**src/rtl/sfp_pkg.sv**
```systemverilog
// Operation
// - Only clock modes 0/0 and 1/1; clock idles low or high.
// - Sample inputs on rising clock edges, drive outputs from falling edges.
// - Both clock modes behave identically under extended, dual and quad protocols.
// - Only a selected device drives its outputs; deselected outputs stay released.
// - Extended is default; command on line zero, other phases as command defines.
// - Enhanced volatile write with bit 6 low, bit 7 high selects dual.
// - Volatile choice reverts at power-on, on rescue, or on another volatile write.
// - Nonvolatile bit 2 low, with bit 3 high, makes every power-on start in dual protocol.
// - Enhanced volatile write with bit 7 low selects quad protocol at once.
// - Nonvolatile bit 3 low makes every power-on start in quad protocol.
// - Quad uses four lines for everything except supply-assisted program or erase.
// - Supply-assisted program or erase in quad falls back to extended temporarily.
// - When the high-voltage supply pin drops after fallback, quad resumes.
// - A volatile configuration write takes effect at once, but one that leaves quad mid-frame waits for deselect.
// - At boot the working protocol is loaded from the nonvolatile configuration.
package sfp_pkg;

  localparam int unsigned BYTE_W      = 8;
  localparam int unsigned LANES       = 4;
  localparam int unsigned FIFO_DEPTH  = 8;
  localparam int unsigned NV_DUAL_BIT = 2;
  localparam int unsigned NV_QUAD_BIT = 3;
  localparam int unsigned EV_DUAL_BIT = 6;
  localparam int unsigned EV_QUAD_BIT = 7;

  localparam logic [3:0] CNT_ZERO  = 4'h0;
  localparam logic [3:0] CNT_BYTE  = 4'h8;
  localparam logic [7:0] TX_IDLE   = 8'hFF;
  localparam logic [3:0] MASK_NONE = 4'h0;
  localparam logic [3:0] MASK_W1   = 4'h2;
  localparam logic [3:0] MASK_W2   = 4'h3;
  localparam logic [3:0] MASK_W4   = 4'hF;

  typedef enum logic [2:0] {
    PROTO_EXT  = 3'h1,
    PROTO_DUAL = 3'h2,
    PROTO_QUAD = 3'h4
  } sfp_proto_e;

  typedef enum logic [2:0] {
    WID_1 = 3'h1,
    WID_2 = 3'h2,
    WID_4 = 3'h4
  } sfp_width_e;

  typedef struct packed {
    logic             cs_n;
    logic             sclk;
    logic [LANES-1:0] dq;
    logic             vpp_hv;
  } sfp_pins_s;

  typedef struct packed {
    logic             dual_n;
    logic             quad_n;
  } sfp_nvcfg_s;

endpackage : sfp_pkg

```
**src/rtl/sfp_fifo.sv**
```systemverilog
`timescale 1ns/1ps
`default_nettype none
module sfp_fifo #(
  parameter int unsigned WIDTH = 8,
  parameter int unsigned DEPTH = 8
) (
  input  wire logic             clk_sys_i,
  input  wire logic             rst_i,
  input  wire logic             in_valid_i,
  output logic                  in_ready_o,
  input  wire logic [WIDTH-1:0] in_data_i,
  output logic                  out_valid_o,
  input  wire logic             out_ready_i,
  output logic      [WIDTH-1:0] out_data_o
);

  localparam int unsigned AW = $clog2(DEPTH);

  logic [WIDTH-1:0] mem_reg [DEPTH];
  logic [AW-1:0]    wr_ptr_reg;
  logic [AW-1:0]    rd_ptr_reg;
  logic [AW:0]      count_reg;
  logic             push;
  logic             pop;

  assign in_ready_o  = (count_reg != (AW+1)'(DEPTH)) ? 1'b1 : 1'b0;
  assign out_valid_o = (count_reg != '0);
  assign out_data_o  = mem_reg[rd_ptr_reg];
  assign push        = in_valid_i && in_ready_o;
  assign pop         = out_valid_o && out_ready_i;

  always_ff @(posedge clk_sys_i) begin
    if (push) begin
      mem_reg[wr_ptr_reg] <= in_data_i;
    end
  end

  // Pointers wrap explicitly so that depths other than powers of two stay correct.
  always_ff @(posedge clk_sys_i or posedge rst_i) begin
    if (rst_i) begin
      wr_ptr_reg <= '0;
      rd_ptr_reg <= '0;
      count_reg  <= '0;
    end else begin
      if (push) begin
        wr_ptr_reg <= (wr_ptr_reg == AW'(DEPTH - 1)) ? '0 : wr_ptr_reg + AW'(1);
      end
      if (pop) begin
        rd_ptr_reg <= (rd_ptr_reg == AW'(DEPTH - 1)) ? '0 : rd_ptr_reg + AW'(1);
      end
      if (push && !pop) begin
        count_reg <= count_reg + (AW+1)'(1);
      end else if (pop && !push) begin
        count_reg <= count_reg - (AW+1)'(1);
      end
    end
  end

endmodule : sfp_fifo
`default_nettype wire

```
**src/rtl/sfp_spi_front.sv**
```systemverilog
`timescale 1ns/1ps
`default_nettype none
module sfp_spi_front
  import sfp_pkg::*;
(
  input  wire logic              clk_sys_i,
  input  wire logic              rst_i,
  input  wire sfp_pins_s         pins_i,
  input  wire sfp_nvcfg_s        nvcfg_i,
  input  wire logic              evcr_wr_i,
  input  wire logic [BYTE_W-1:0] evcr_data_i,
  input  wire logic              rescue_i,
  input  wire logic              pe_vpp_busy_i,
  input  wire sfp_width_e        ext_width_i,
  input  wire logic              drive_en_i,
  input  wire logic [BYTE_W-1:0] tx_byte_i,
  input  wire logic              tx_valid_i,
  output logic                   tx_ready_o,
  output logic      [BYTE_W-1:0] rx_byte_o,
  output logic                   rx_valid_o,
  input  wire logic              rx_ready_i,
  output logic                   rx_overrun_o,
  input  wire logic              rx_overrun_clr_i,
  output sfp_proto_e             proto_o,
  output logic                   mode3_o,
  output logic                   frame_o,
  output logic      [LANES-1:0]  dq_o,
  output logic      [LANES-1:0]  dq_oe_o
);

  //////////////////////////////////////////////////////////////////////////////
  // Pin synchronisers. Stage one feeds stage two only.

  sfp_pins_s  pins_m_reg;
  sfp_pins_s  pins_s_reg;
  logic       sclk_d_reg;
  logic       cs_act_d_reg;
  logic       vpp_d_reg;
  logic       cs_act;
  logic       rise;
  logic       fall;

  always_ff @(posedge clk_sys_i or posedge rst_i) begin
    if (rst_i) begin
      pins_m_reg   <= '{cs_n: 1'b1, sclk: 1'b0, dq: '0, vpp_hv: 1'b0};
      pins_s_reg   <= '{cs_n: 1'b1, sclk: 1'b0, dq: '0, vpp_hv: 1'b0};
      sclk_d_reg   <= 1'b0;
      cs_act_d_reg <= 1'b0;
      vpp_d_reg    <= 1'b0;
    end else begin
      pins_m_reg   <= pins_i;
      pins_s_reg   <= pins_m_reg;
      sclk_d_reg   <= pins_s_reg.sclk;
      cs_act_d_reg <= cs_act;
      vpp_d_reg    <= pins_s_reg.vpp_hv;
    end
  end

  assign cs_act = ~pins_s_reg.cs_n;
  // Edges count only inside a frame, whatever the clock does outside it.
  assign rise   = cs_act && pins_s_reg.sclk && !sclk_d_reg;
  assign fall   = cs_act && !pins_s_reg.sclk && sclk_d_reg;

  //////////////////////////////////////////////////////////////////////////////
  // Clock mode capture. The idle level at select tells mode 0 from mode 3.

  logic mode3_reg;
  logic seen_rise_reg;

  always_ff @(posedge clk_sys_i or posedge rst_i) begin
    if (rst_i) begin
      mode3_reg <= 1'b0;
    end else if (cs_act && !cs_act_d_reg) begin
      mode3_reg <= pins_s_reg.sclk;
    end
  end

  // In mode 3 the first edge of a frame is falling; it must not shift data out.
  always_ff @(posedge clk_sys_i or posedge rst_i) begin
    if (rst_i) begin
      seen_rise_reg <= 1'b0;
    end else if (!cs_act) begin
      seen_rise_reg <= 1'b0;
    end else if (rise) begin
      seen_rise_reg <= 1'b1;
    end
  end

  assign mode3_o = mode3_reg;
  assign frame_o = cs_act;

  //////////////////////////////////////////////////////////////////////////////
  // Protocol selection.

  sfp_proto_e base_reg;
  sfp_proto_e proto_reg;
  sfp_proto_e proto_next;
  logic       boot_pend_reg;
  logic       fallback;

  // Boot load happens on the first clock after reset release, never under reset.
  always_ff @(posedge clk_sys_i or posedge rst_i) begin
    if (rst_i) begin
      boot_pend_reg <= 1'b1;
      base_reg      <= PROTO_EXT;
    end else if (boot_pend_reg) begin
      boot_pend_reg <= 1'b0;
      if (!nvcfg_i.quad_n) begin
        base_reg <= PROTO_QUAD;
      end else if (!nvcfg_i.dual_n) begin
        base_reg <= PROTO_DUAL;
      end else begin
        base_reg <= PROTO_EXT;
      end
    end else if (evcr_wr_i) begin
      if (!evcr_data_i[EV_QUAD_BIT]) begin
        base_reg <= PROTO_QUAD;
      end else if (!evcr_data_i[EV_DUAL_BIT]) begin
        base_reg <= PROTO_DUAL;
      end else begin
        base_reg <= PROTO_EXT;
      end
    end else if (rescue_i) begin
      base_reg <= PROTO_EXT;
    end
  end

  // Fallback tracks the supply pin level, so quad returns as soon as it drops.
  assign fallback = (base_reg == PROTO_QUAD) && pins_s_reg.vpp_hv && pe_vpp_busy_i;

  always_comb begin
    proto_next = base_reg;
    if (fallback) begin
      proto_next = PROTO_EXT;
    end
  end

  // A switch out of quad mid-frame would corrupt the byte in flight, so it waits unless fallback forces it.
  always_ff @(posedge clk_sys_i or posedge rst_i) begin
    if (rst_i) begin
      proto_reg <= PROTO_EXT;
    end else if (!cs_act || fallback || proto_reg != PROTO_QUAD) begin
      proto_reg <= proto_next;
    end
  end

  assign proto_o = proto_reg;

  //////////////////////////////////////////////////////////////////////////////
  // Lane width of the current phase.

  sfp_width_e width;
  logic [3:0] step;
  logic [3:0] lane_mask;

  always_comb begin
    case (proto_reg)
      PROTO_DUAL: width = WID_2;
      PROTO_QUAD: width = WID_4;
      default:    width = ext_width_i;
    endcase
  end

  always_comb begin
    case (width)
      WID_2: begin
        step      = 4'h2;
        lane_mask = MASK_W2;
      end
      WID_4: begin
        step      = 4'h4;
        lane_mask = MASK_W4;
      end
      default: begin
        step      = 4'h1;
        lane_mask = MASK_W1;
      end
    endcase
  end

  //////////////////////////////////////////////////////////////////////////////
  // Receive shifter on rising edges.

  logic [BYTE_W-1:0] rx_sh_reg;
  logic [BYTE_W-1:0] rx_sh_next;
  logic [3:0]        rx_cnt_reg;
  logic [3:0]        rx_cnt_next;
  logic              byte_done;
  logic              push;
  logic              fifo_in_ready;

  always_comb begin
    case (width)
      WID_2:   rx_sh_next = {rx_sh_reg[5:0], pins_s_reg.dq[1:0]};
      WID_4:   rx_sh_next = {rx_sh_reg[3:0], pins_s_reg.dq[3:0]};
      default: rx_sh_next = {rx_sh_reg[6:0], pins_s_reg.dq[0]};
    endcase
  end

  assign rx_cnt_next = rx_cnt_reg + step;
  assign byte_done   = rx_cnt_next >= CNT_BYTE;
  assign push        = rise && byte_done;

  always_ff @(posedge clk_sys_i or posedge rst_i) begin
    if (rst_i) begin
      rx_sh_reg  <= '0;
      rx_cnt_reg <= CNT_ZERO;
    end else if (!cs_act) begin
      rx_cnt_reg <= CNT_ZERO;
    end else if (rise) begin
      rx_sh_reg  <= rx_sh_next;
      rx_cnt_reg <= byte_done ? CNT_ZERO : rx_cnt_next;
    end
  end

  // The link cannot be stalled, so a byte that finds the buffer full is lost
  // and flagged; the flag's set wins over a clear in the same cycle.
  logic overrun_reg;

  always_ff @(posedge clk_sys_i or posedge rst_i) begin
    if (rst_i) begin
      overrun_reg <= 1'b0;
    end else if (push && !fifo_in_ready) begin
      overrun_reg <= 1'b1;
    end else if (rx_overrun_clr_i) begin
      overrun_reg <= 1'b0;
    end
  end

  assign rx_overrun_o = overrun_reg;

  sfp_fifo #(
    .WIDTH (BYTE_W),
    .DEPTH (FIFO_DEPTH)
  ) u_rx_fifo (
    .clk_sys_i   (clk_sys_i),
    .rst_i       (rst_i),
    .in_valid_i  (push),
    .in_ready_o  (fifo_in_ready),
    .in_data_i   (rx_sh_next),
    .out_valid_o (rx_valid_o),
    .out_ready_i (rx_ready_i),
    .out_data_o  (rx_byte_o)
  );

  //////////////////////////////////////////////////////////////////////////////
  // Transmit shifter on falling edges.

  logic [BYTE_W-1:0] tx_sh_reg;
  logic [3:0]        tx_cnt_reg;
  logic [BYTE_W-1:0] tx_src;
  logic              tx_shift;
  logic [LANES-1:0]  dq_reg;
  logic [LANES-1:0]  oe_reg;

  assign tx_shift   = fall && seen_rise_reg && drive_en_i;
  assign tx_ready_o = tx_shift && (tx_cnt_reg == CNT_ZERO);
  assign tx_src     = (tx_cnt_reg != CNT_ZERO) ? tx_sh_reg :
                      (tx_valid_i ? tx_byte_i : TX_IDLE);

  always_ff @(posedge clk_sys_i or posedge rst_i) begin
    if (rst_i) begin
      tx_sh_reg  <= '0;
      tx_cnt_reg <= CNT_ZERO;
      dq_reg     <= '0;
    end else if (!cs_act) begin
      tx_cnt_reg <= CNT_ZERO;
    end else if (tx_shift) begin
      tx_sh_reg  <= tx_src << step;
      tx_cnt_reg <= (tx_cnt_reg == CNT_ZERO) ? CNT_BYTE - step : tx_cnt_reg - step;
      case (width)
        WID_2:   dq_reg <= {2'b00, tx_src[7:6]};
        WID_4:   dq_reg <= tx_src[7:4];
        default: dq_reg <= {2'b00, tx_src[7], 1'b0}; // Single output uses line one.
      endcase
    end
  end

  // Enables follow the synchronised select, so the bus is released within
  // three system clocks of deselect.
  always_ff @(posedge clk_sys_i or posedge rst_i) begin
    if (rst_i) begin
      oe_reg <= MASK_NONE;
    end else if (cs_act && drive_en_i) begin
      oe_reg <= lane_mask;
    end else begin
      oe_reg <= MASK_NONE;
    end
  end

  assign dq_o    = dq_reg;
  assign dq_oe_o = oe_reg;
endmodule : sfp_spi_front
`default_nettype wire

```
**config.mk**
```make
export PLATFORM = sky130hd
export DESIGN_NAME = sfp_spi_front
export DESIGN_NICKNAME = d
export VERILOG_FILES = /design/src/rtl/sfp_pkg.sv /design/src/rtl/sfp_fifo.sv /design/src/rtl/sfp_spi_front.sv
export SDC_FILE = /design/constraint.sdc
export NUM_CORES = 1
export LEC_CHECK = 0
export ABC_AREA = 1
export BUFFER_PORTS_ARGS = -buffer_cell sky130_fd_sc_hd__buf_2
export CAP_MARGIN = 10
export CELL_PAD_IN_SITES_DETAIL_PLACEMENT = 2
export CELL_PAD_IN_SITES_GLOBAL_PLACEMENT = 2
export CORE_MARGIN = 2
export CORE_UTILIZATION = 41
export DETAILED_ROUTE_END_ITERATION = 7
export PLACE_DENSITY_LB_ADDON = 0.1
export SETUP_SLACK_MARGIN = 0.15
export SLEW_MARGIN = 20
export SYNTH_ARGS = -nofsm -noshare
export SYNTH_HDL_FRONTEND = slang
export SYNTH_SLANG_ARGS = --single-unit
```
**constraint.sdc**
```tcl
create_clock -name clk_sys_i -period 7.9 [get_ports clk_sys_i]
set_input_delay 0.395 -clock clk_sys_i [delete_from_list [all_inputs] [get_ports clk_sys_i]]
set_output_delay 0.395 -clock clk_sys_i [all_outputs]
set_load 0.03 [all_outputs]
```
==> out/summary.md, run 1 <==
* **Ys Warns** 0
* **cells resized by post-CTS repair** 0
* **Vias** 4266
* **number of sinks driven by the clock tree** 130
* **proportion of register bits with asynchronous set or reset after synthesis** 50.8%
* **Layout Skew** 8.04 ps
* **overall power after layout** 2.20 mW
* **sequence of cells on the critical path** inv_2 > nand2_1 > nor2_1 > a21oi_2 > nand3_2 > inv_2 > ha_1 > nand3_1 > nand2_1 > xor2_2 > nand3_1 > inv_1 > ha_1 > inv_1 > ha_1 > a21o_1 > a21oi_1 > nand2_1 > nand2_1 > nor2_1 > xor2_1
* **Synth Instances** 563
* **pin count of the biggest net entering global routing** 67
* **kind of end point of the critical path** register
* **clock latency on the worst-skew pair** 420 ps
* **leakage component of the power** 2.92 nW
* **DP Cell Count** 784
* **post-synthesis cell area** 5720 µm²
* **count of H-tree levels built during CTS** 4
* **Tot GR Track Use** 22.5%
* **wire length of the first global-routing pass** 25000 µm
* **cell area power density** 329 nW/µm²
* **number of fillers in the final layout** 1500
* **worst hold stages** 1
* **fin nets** 675
* **Worst Tran Pin Value** 967 ps
* **final setup slack of the worst path** 3890 ps
* **Inserted Clock Buffers** 17
* **max_cap viols** 0
* **final wirelength** 15600 µm
* **sequential standard cell area** 3580 µm²
* **vias in the first global route** 4768
* **Largest register FFs** 64
* **most frequent cells in the layout** sky130_fd_sc_hd__nand2_1, sky130_fd_sc_hd__nor2_1, sky130_fd_sc_hd__edfxtp_1, sky130_fd_sc_hd__dfrtp_1, sky130_fd_sc_hd__buf_2
* **Die Span X** 122 µm
* **worst endpoint required time** 8200 ps
* **number of enable-type register cells in the synthesized netlist** 64
* **most common cell after layout, fill and taps aside** sky130_fd_sc_hd__nand2_1
* **I/O pin cnt** 61
* **run status** complete, no violations
* **final cell count without fillers** 816
* **combined area of the multi-input logic cells** 1830 µm²
* **sequential area share after synthesis** 62.6%
* **worst min-delay path class** in2reg
* **cell type of the slowest stage on the worst timing path** sky130_fd_sc_hd__dfstp_2
* **Final Hold Fails** 0
* **WL/cell** 19.1 µm
* **fin crit period** 4010 ps
* **top flip-flop cell by instance count after synthesis** sky130_fd_sc_hd__edfxtp_1
* **Remaining Overflow, GRT** 0
* **Fmax** 249 MHz
* **length of the first detailed-routing pass in iterations** 5
* **most frequent cell on the critical path** sky130_fd_sc_hd__nand2_1
* **maximum fanout along the worst path** 13
* **drt initial violations** 266
* **floorplan die area** 14900 µm²
* **placement-stage worst setup slack** 3880 ps
* **Arrival @ worst endpoint** 4310 ps
* **clock root buffer master** sky130_fd_sc_hd__clkbuf_16
* **setup bufs post-CTS** 0
* **Distinct cells, synth** 43
* **fraction of the cycle the final worst path needs** 50.8%
* **core outline area** 13800 µm²
* **proportion of layout cells with a drive suffix above 1** 17.8%
* **number of storage elements in the synthesis netlist** 130
* **headroom to the max-slew limit** 35.4%
* **HPWL reported at the end of detailed placement** 10500 µm
* **Max stage delay on crit path** 530 ps
* **number of inserted diodes** 0
* **Slew Viols, Final** 0
* **ANT nets after route** 0
* **initial antenna violation count** 0
* **starting utilization of the core area** 41.5%
* **critical path startpoint category** register
* **Max Root-Sink Buffers** 2
* **endpoints failing setup** 0
* **cells on worst reg2reg path** 21
* **post-DR vias/cell** 5.23
* **mean instance size in the synthesized netlist** 10.2 µm²
* **Syn-to-layout area delta** 16.6%
* **CTS clk-pin slew, worst paths** 60 ps
* **placement row count** 43
* **CTS tree** done
* **total nets after synthesis** 615
* **unrepaired setup endpoints after global routing** false
* **CTS hold repair buffers** 0
* **total of buffers placed on input and output ports** 54
* **maximum vdd ir drop** 131 µV
* **drc violations** 0
* **crit path kind** reg2reg
* **total negative slack for setup checks** 0 ps
* **DIE HEIGHT** 122 µm
* **final RePlAce weighted congestion** 0.765
[cell usage after synthesis (2+ instances only)]
cell / count / area [µm²]
sky130_fd_sc_hd__a21oi_1: 11 / 55.1
sky130_fd_sc_hd__a31oi_1: 12 / 75.1
sky130_fd_sc_hd__buf_2: 2 / 10.0
sky130_fd_sc_hd__clkbuf_1: 14 / 52.6
sky130_fd_sc_hd__dfrtp_1: 61 / 1530
sky130_fd_sc_hd__dfstp_2: 5 / 131
sky130_fd_sc_hd__edfxtp_1: 64 / 1920
sky130_fd_sc_hd__fa_1: 2 / 40.0
sky130_fd_sc_hd__ha_1: 13 / 163
sky130_fd_sc_hd__inv_1: 50 / 188
sky130_fd_sc_hd__inv_2: 2 / 7.51
sky130_fd_sc_hd__inv_4: 2 / 12.5
sky130_fd_sc_hd__nand2_1: 103 / 387
sky130_fd_sc_hd__nand2_2: 3 / 18.8
sky130_fd_sc_hd__nand3_1: 17 / 85.1
sky130_fd_sc_hd__nand3_2: 6 / 60.1
sky130_fd_sc_hd__nand4_1: 2 / 12.5
sky130_fd_sc_hd__nor2_1: 92 / 345
sky130_fd_sc_hd__nor3_1: 6 / 30.0
sky130_fd_sc_hd__o211ai_1: 3 / 22.5
sky130_fd_sc_hd__o21a_1: 2 / 15.0
sky130_fd_sc_hd__o21ai_0: 50 / 250
sky130_fd_sc_hd__o221ai_1: 2 / 17.5
sky130_fd_sc_hd__o22ai_1: 14 / 87.6
sky130_fd_sc_hd__o31ai_1: 4 / 30.0
sky130_fd_sc_hd__or2_2: 2 / 12.5
sky130_fd_sc_hd__xnor2_1: 2 / 17.5
sky130_fd_sc_hd__xor2_1: 2 / 17.5
[worst paths after layout]
| check | from | end | slack (ps) |
|---|---|---|---|
| min in group asynchronous | rst_i | u_rx_fifo.wr_ptr_reg[2]$_DFFE_PP0P_ | 230 |
| min | pins_i[6] | pins_m_reg[6]$_DFF_PP1_ | 70 |
| min reg2reg | pins_m_reg[5]$_DFF_PP0_ | pins_s_reg[5]$_DFF_PP0_ | 340 |
| max in group asynchronous | rst_i | tx_cnt_reg[2]$_DFFE_PP0P_ | 7100 |
| max | proto_o[0]$_DFFE_PP1P_ | u_rx_fifo.count_reg[3]$_DFFE_PP0P_ | 3890 |
| max reg2reg | proto_o[0]$_DFFE_PP1P_ | u_rx_fifo.count_reg[3]$_DFFE_PP0P_ | 3890 |
[where the power goes]
part           total (mW)  switching [mW]  internal, mW  leakage (nW)
combinational       0.650           0.457         0.192          1.29
clock               0.683           0.286         0.397         0.240
sequential          0.865          0.0649         0.800          1.38
[layout make-up]
cell class	instances	area share [%]
repair buffers	60	4.73
flip-flops and latches	130	53.7
clock buffers	22	6.66
multi-input cells	359	27.5
clock inverters	10	0.956
inverters	55	3.17
well taps	180	3.38
[cell families (layout without fill, tap and decap cells)]
kind of cell / Yosys count / count (layout) / share of synthesized area, %
DFF: 130 / 130 / 62.6
and+or+nand+nor: 236 / 236 / 17.3
xor gates and xnor gates: 5 / 5 / 0.897
AOI/OAI and AO/OA: 101 / 101 / 10.0
muxes: 1 / 1 / 0.197
other: 1 / 1 / 0.0656
adders and majority gates: 15 / 15 / 3.54
buffers and inverters: 74 / 147 / 5.38
[layer usage]
metal | up-vias | share of wire, % | global-route usage [%]
met5 | - | 0 | 0
met4 | 0 | 1.2 | 6.97
met3 | 15 | 2.3 | 4.26
met2 | 71 | 54 | 41.5
met1 | 2174 | 42 | 26.4
li1 | 2006 | - | -
[stage by stage]
stage | util, % | area (µm²) | hold WS, ps
3_5_place_dp | 44.7 | 6160 | 337
6_report | 48.4 | 6670 | 73.6
2_1_floorplan | - | 5720 | 331
4_1_cts | 48.4 | 6670 | 61.2
5_1_grt | 48.4 | 6670 | 62.3
3_3_place_gp | 44.7 | 6160 | 335
[critical path: cells and delay by family, from the launching register on]
kind	cells	cell delay (ps)
xor+xnor	2	330
buf+inv	4	690
flops	1	530
compound gates	3	550
fa+ha+maj	3	800
simple gates	9	1000
(Power assumes the default switching activity.)
==> run 2: changes to the inputs <==
- CORE_UTILIZATION: 41 -> 34
- clock period: 7.9 -> 3.4 ns (I/O delays scaled with it)
==> run 2 against run 1 <==
Compared with the run above: cell count up 9.7%; critical path depth did not move; worst setup slack worse by 3700 ps; sequential power increased by 130%; combinational power grew to 2.6 times the previous value; total power is 150% higher; wire length grew 6.3%; sequential share of layout area is 4.5 points lower; fmax up 25%; design area rose by 9.2%; global-route usage down 3.3 points; non-clock buffer count grew 39; critical path type unchanged; critical endpoint unchanged.
==> out/summary.md, run 2 (same netlist as run 1, synthesis figures left out) <==
* **clock latency on the worst-skew pair** 420 ps
* **worst hold stages** 2
* **startpoint of the lowest-slack hold path** nvcfg_i[1]
* **Die Span X** 134 µm
* **total of buffers placed on input and output ports** 54
* **setup slack of the worst register-to-register path** 200 ps
* **beginning of the worst register-to-register path** proto_o[2]$_DFFE_PP0P_
* **vias in the first global route** 4970
* **cell area power density** 739 nW/µm²
* **starting utilization of the core area** 34.6%
* **worst endpoint required time** 3700 ps
* **CTS tree** done
* **Vias** 4397
* **CTS clk-pin slew, worst paths** 50 ps
* **maximum vdd ir drop** 373 µV
* **GR met3 Demand/Resource** 3.31%
* **endpoints failing setup** 0
* **final wirelength** 16600 µm
* **Clock power frac** 32.1%
* **Int Power** 3.46 mW
* **fraction of the cycle the final worst path needs** 94.2%
* **Inserted Clock Buffers** 17
* **number of inserted diodes** 0
* **length of the first detailed-routing pass in iterations** 4
* **critical path startpoint category** register
* **utilization of the core after routing** 44.1%
* **worst hold endpoint** base_reg[1]$_DFFE_PP0P_
* **sequential power share** 36.9%
* **proportion of layout cells with a drive suffix above 1** 24.1%
* **initial antenna violation count** 0
* **Most Crowded Layer GR** met2
* **cells on worst reg2reg path** 21
* **DIE HEIGHT** 134 µm
* **kind of end point of the critical path** register
* **area of all placed cells without fillers** 7280 µm²
* **final cell count without fillers** 895
* **run status** complete, no violations
* **met1 Usage GRT** 22.0%
* **net switching power** 1.93 mW
* **Slew Viols, Final** 0
* **maximum fanout along the worst path** 4
* **clock root buffer master** sky130_fd_sc_hd__clkbuf_16
* **DP Cell Count** 836
* **combinational group share of total power** 31.0%
* **fin crit period** 3200 ps
* **number of sinks driven by the clock tree** 130
* **headroom to the max-slew limit** 36.9%
* **drt initial violations** 170
* **post-DR vias/cell** 4.91
* **Final Hold Fails** 0
* **placement-stage worst setup slack** -71.8 ps
* **Syn-to-layout area delta** 27.3%
* **Worst Tran Pin Value** 945 ps
* **crit path kind** reg2reg
* **floorplan die area** 17900 µm²
* **Fmax** 312 MHz
* **WL/cell** 18.5 µm
* **Layout Skew** 7.87 ps
* **worst min-delay path class** in2reg
* **Post-Place Cell Area** 6350 µm²
* **unrepaired setup endpoints after global routing** true
* **ANT nets after route** 0
* **overall power after layout** 5.39 mW
* **switching power share of the total** 35.8%
* **Arrival @ worst endpoint** 3500 ps
* **core outline area** 16500 µm²
* **max_cap viols** 0
* **endpoint of the most critical register-to-register path** u_rx_fifo.count_reg[3]$_DFFE_PP0P_
* **HPWL reported at the end of detailed placement** 11100 µm
* **Remaining Overflow, GRT** 0
* **total negative slack for setup checks** 0 ps
* **most frequent cells in the layout** sky130_fd_sc_hd__nand2_1, sky130_fd_sc_hd__nor2_1, sky130_fd_sc_hd__edfxtp_1, sky130_fd_sc_hd__dfrtp_1, sky130_fd_sc_hd__buf_2
* **met2 track demand over resource** 36.2%
* **count of H-tree levels built during CTS** 4
* **final RePlAce weighted congestion** 0.749
* **placement row count** 47
* **fin nets** 714
* **Tot GR Track Use** 19.2%
* **leakage component of the power** 3.15 nW
* **worst hold margin** 22.1 ps
* **wire length of the first global-routing pass** 26300 µm
* **I/O pin cnt** 61
* **drc violations** 0
* **most common cell after layout, fill and taps aside** sky130_fd_sc_hd__nand2_1
* **pin count of the biggest net entering global routing** 35
* **Largest register FFs** 64
* **Max Root-Sink Buffers** 2
* **final setup slack of the worst path** 198 ps
==> run 2: cell count changes in the layout (fill, tap and decap cells not counted), moves of 4 or more <==
cell and change:
sky130_fd_sc_hd__buf_4 +28, sky130_fd_sc_hd__dlygate4sd3_1 +9, sky130_fd_sc_hd__clkinv_1 +5, sky130_fd_sc_hd__ha_1 -5, sky130_fd_sc_hd__ha_4 +5, sky130_fd_sc_hd__nand2_1 -4, sky130_fd_sc_hd__nand2_4 +4, sky130_fd_sc_hd__nand3_1 -4
sky130_fd_sc_hd__nand3_4 +4
==> run 2: worst max-delay path by stage <==
stage,from,endpoint,slack (ps),cells past startpoint
2_1_floorplan,proto_o[0]$_DFFE_PP1P_,u_rx_fifo.mem_reg[2][0]$_DFFE_PP_,90,15
3_3_place_gp,proto_o[0]$_DFFE_PP1P_,u_rx_fifo.count_reg[3]$_DFFE_PP0P_,200,22
3_5_place_dp,proto_o[0]$_DFFE_PP1P_,u_rx_fifo.count_reg[3]$_DFFE_PP0P_,-70,22
4_1_cts,proto_o[0]$_DFFE_PP1P_,u_rx_fifo.count_reg[3]$_DFFE_PP0P_,160,22
5_1_grt,proto_o[2]$_DFFE_PP0P_,u_rx_fifo.count_reg[3]$_DFFE_PP0P_,10,21
6_report,proto_o[2]$_DFFE_PP0P_,u_rx_fifo.count_reg[3]$_DFFE_PP0P_,200,21
==> run 2: critical path: stages (launching register included) <==
cell	delay [ps]
sky130_fd_sc_hd__dfrtp_1	450
sky130_fd_sc_hd__inv_2	110
sky130_fd_sc_hd__nand3_4	130
sky130_fd_sc_hd__a21oi_4	230
sky130_fd_sc_hd__nor2_4	50
sky130_fd_sc_hd__nand2_4	90
sky130_fd_sc_hd__inv_4	50
sky130_fd_sc_hd__ha_4	250
sky130_fd_sc_hd__a21oi_2	150
sky130_fd_sc_hd__nand2_2	80
sky130_fd_sc_hd__xor2_2	160
sky130_fd_sc_hd__nand3_2	140
sky130_fd_sc_hd__inv_4	110
sky130_fd_sc_hd__ha_4	150
sky130_fd_sc_hd__inv_4	50
sky130_fd_sc_hd__ha_4	200
sky130_fd_sc_hd__a21o_1	170
sky130_fd_sc_hd__a21oi_2	160
sky130_fd_sc_hd__nand2_1	90
sky130_fd_sc_hd__nand2_1	90
sky130_fd_sc_hd__nor2_2	50
sky130_fd_sc_hd__xor2_1	130
==> run 2: power groups by stage <==
stage	sequential, mW	combinational (mW)	clock (mW)
floorplan	2.01	1.06	0
CTS	1.98	1.65	1.77
global placement	2.00	1.50	0
detailed placement	2.01	1.60	0
global route	2.01	1.88	1.84
finish	1.99	1.67	1.73
==> run 2: metal layers <==
| layer | part of all wire (%) | wire length [µm] | vias to the layer above |
|---|---|---|---|
| li1 | - | - | 2085 |
| met1 | 41 | 6820 | 2242 |
| met2 | 56 | 9230 | 53 |
| met3 | 1.8 | 297 | 17 |
| met4 | 1.4 | 231 | 0 |
| met5 | 0 | 0 | - |
==> run 2: area by class of cell <==
class / instances / area, µm²
fill: 1746 / 9240
sequential: 130 / 3580
multi-input combinational: 359 / 2010
timing repair buffer: 99 / 647
clock buffer: 19 / 433
tap: 220 / 275
inverter: 55 / 219
clock inverter: 13 / 119
==> run 2: what timing repair did <==
item,4_1_cts,5_1_grt
endpoints found under the setup margin,1,9
pin swaps,4,12
hold buffers,9,0
endpoints found under the hold margin,38,0
setup buffers,8,10
resized for setup,7,23
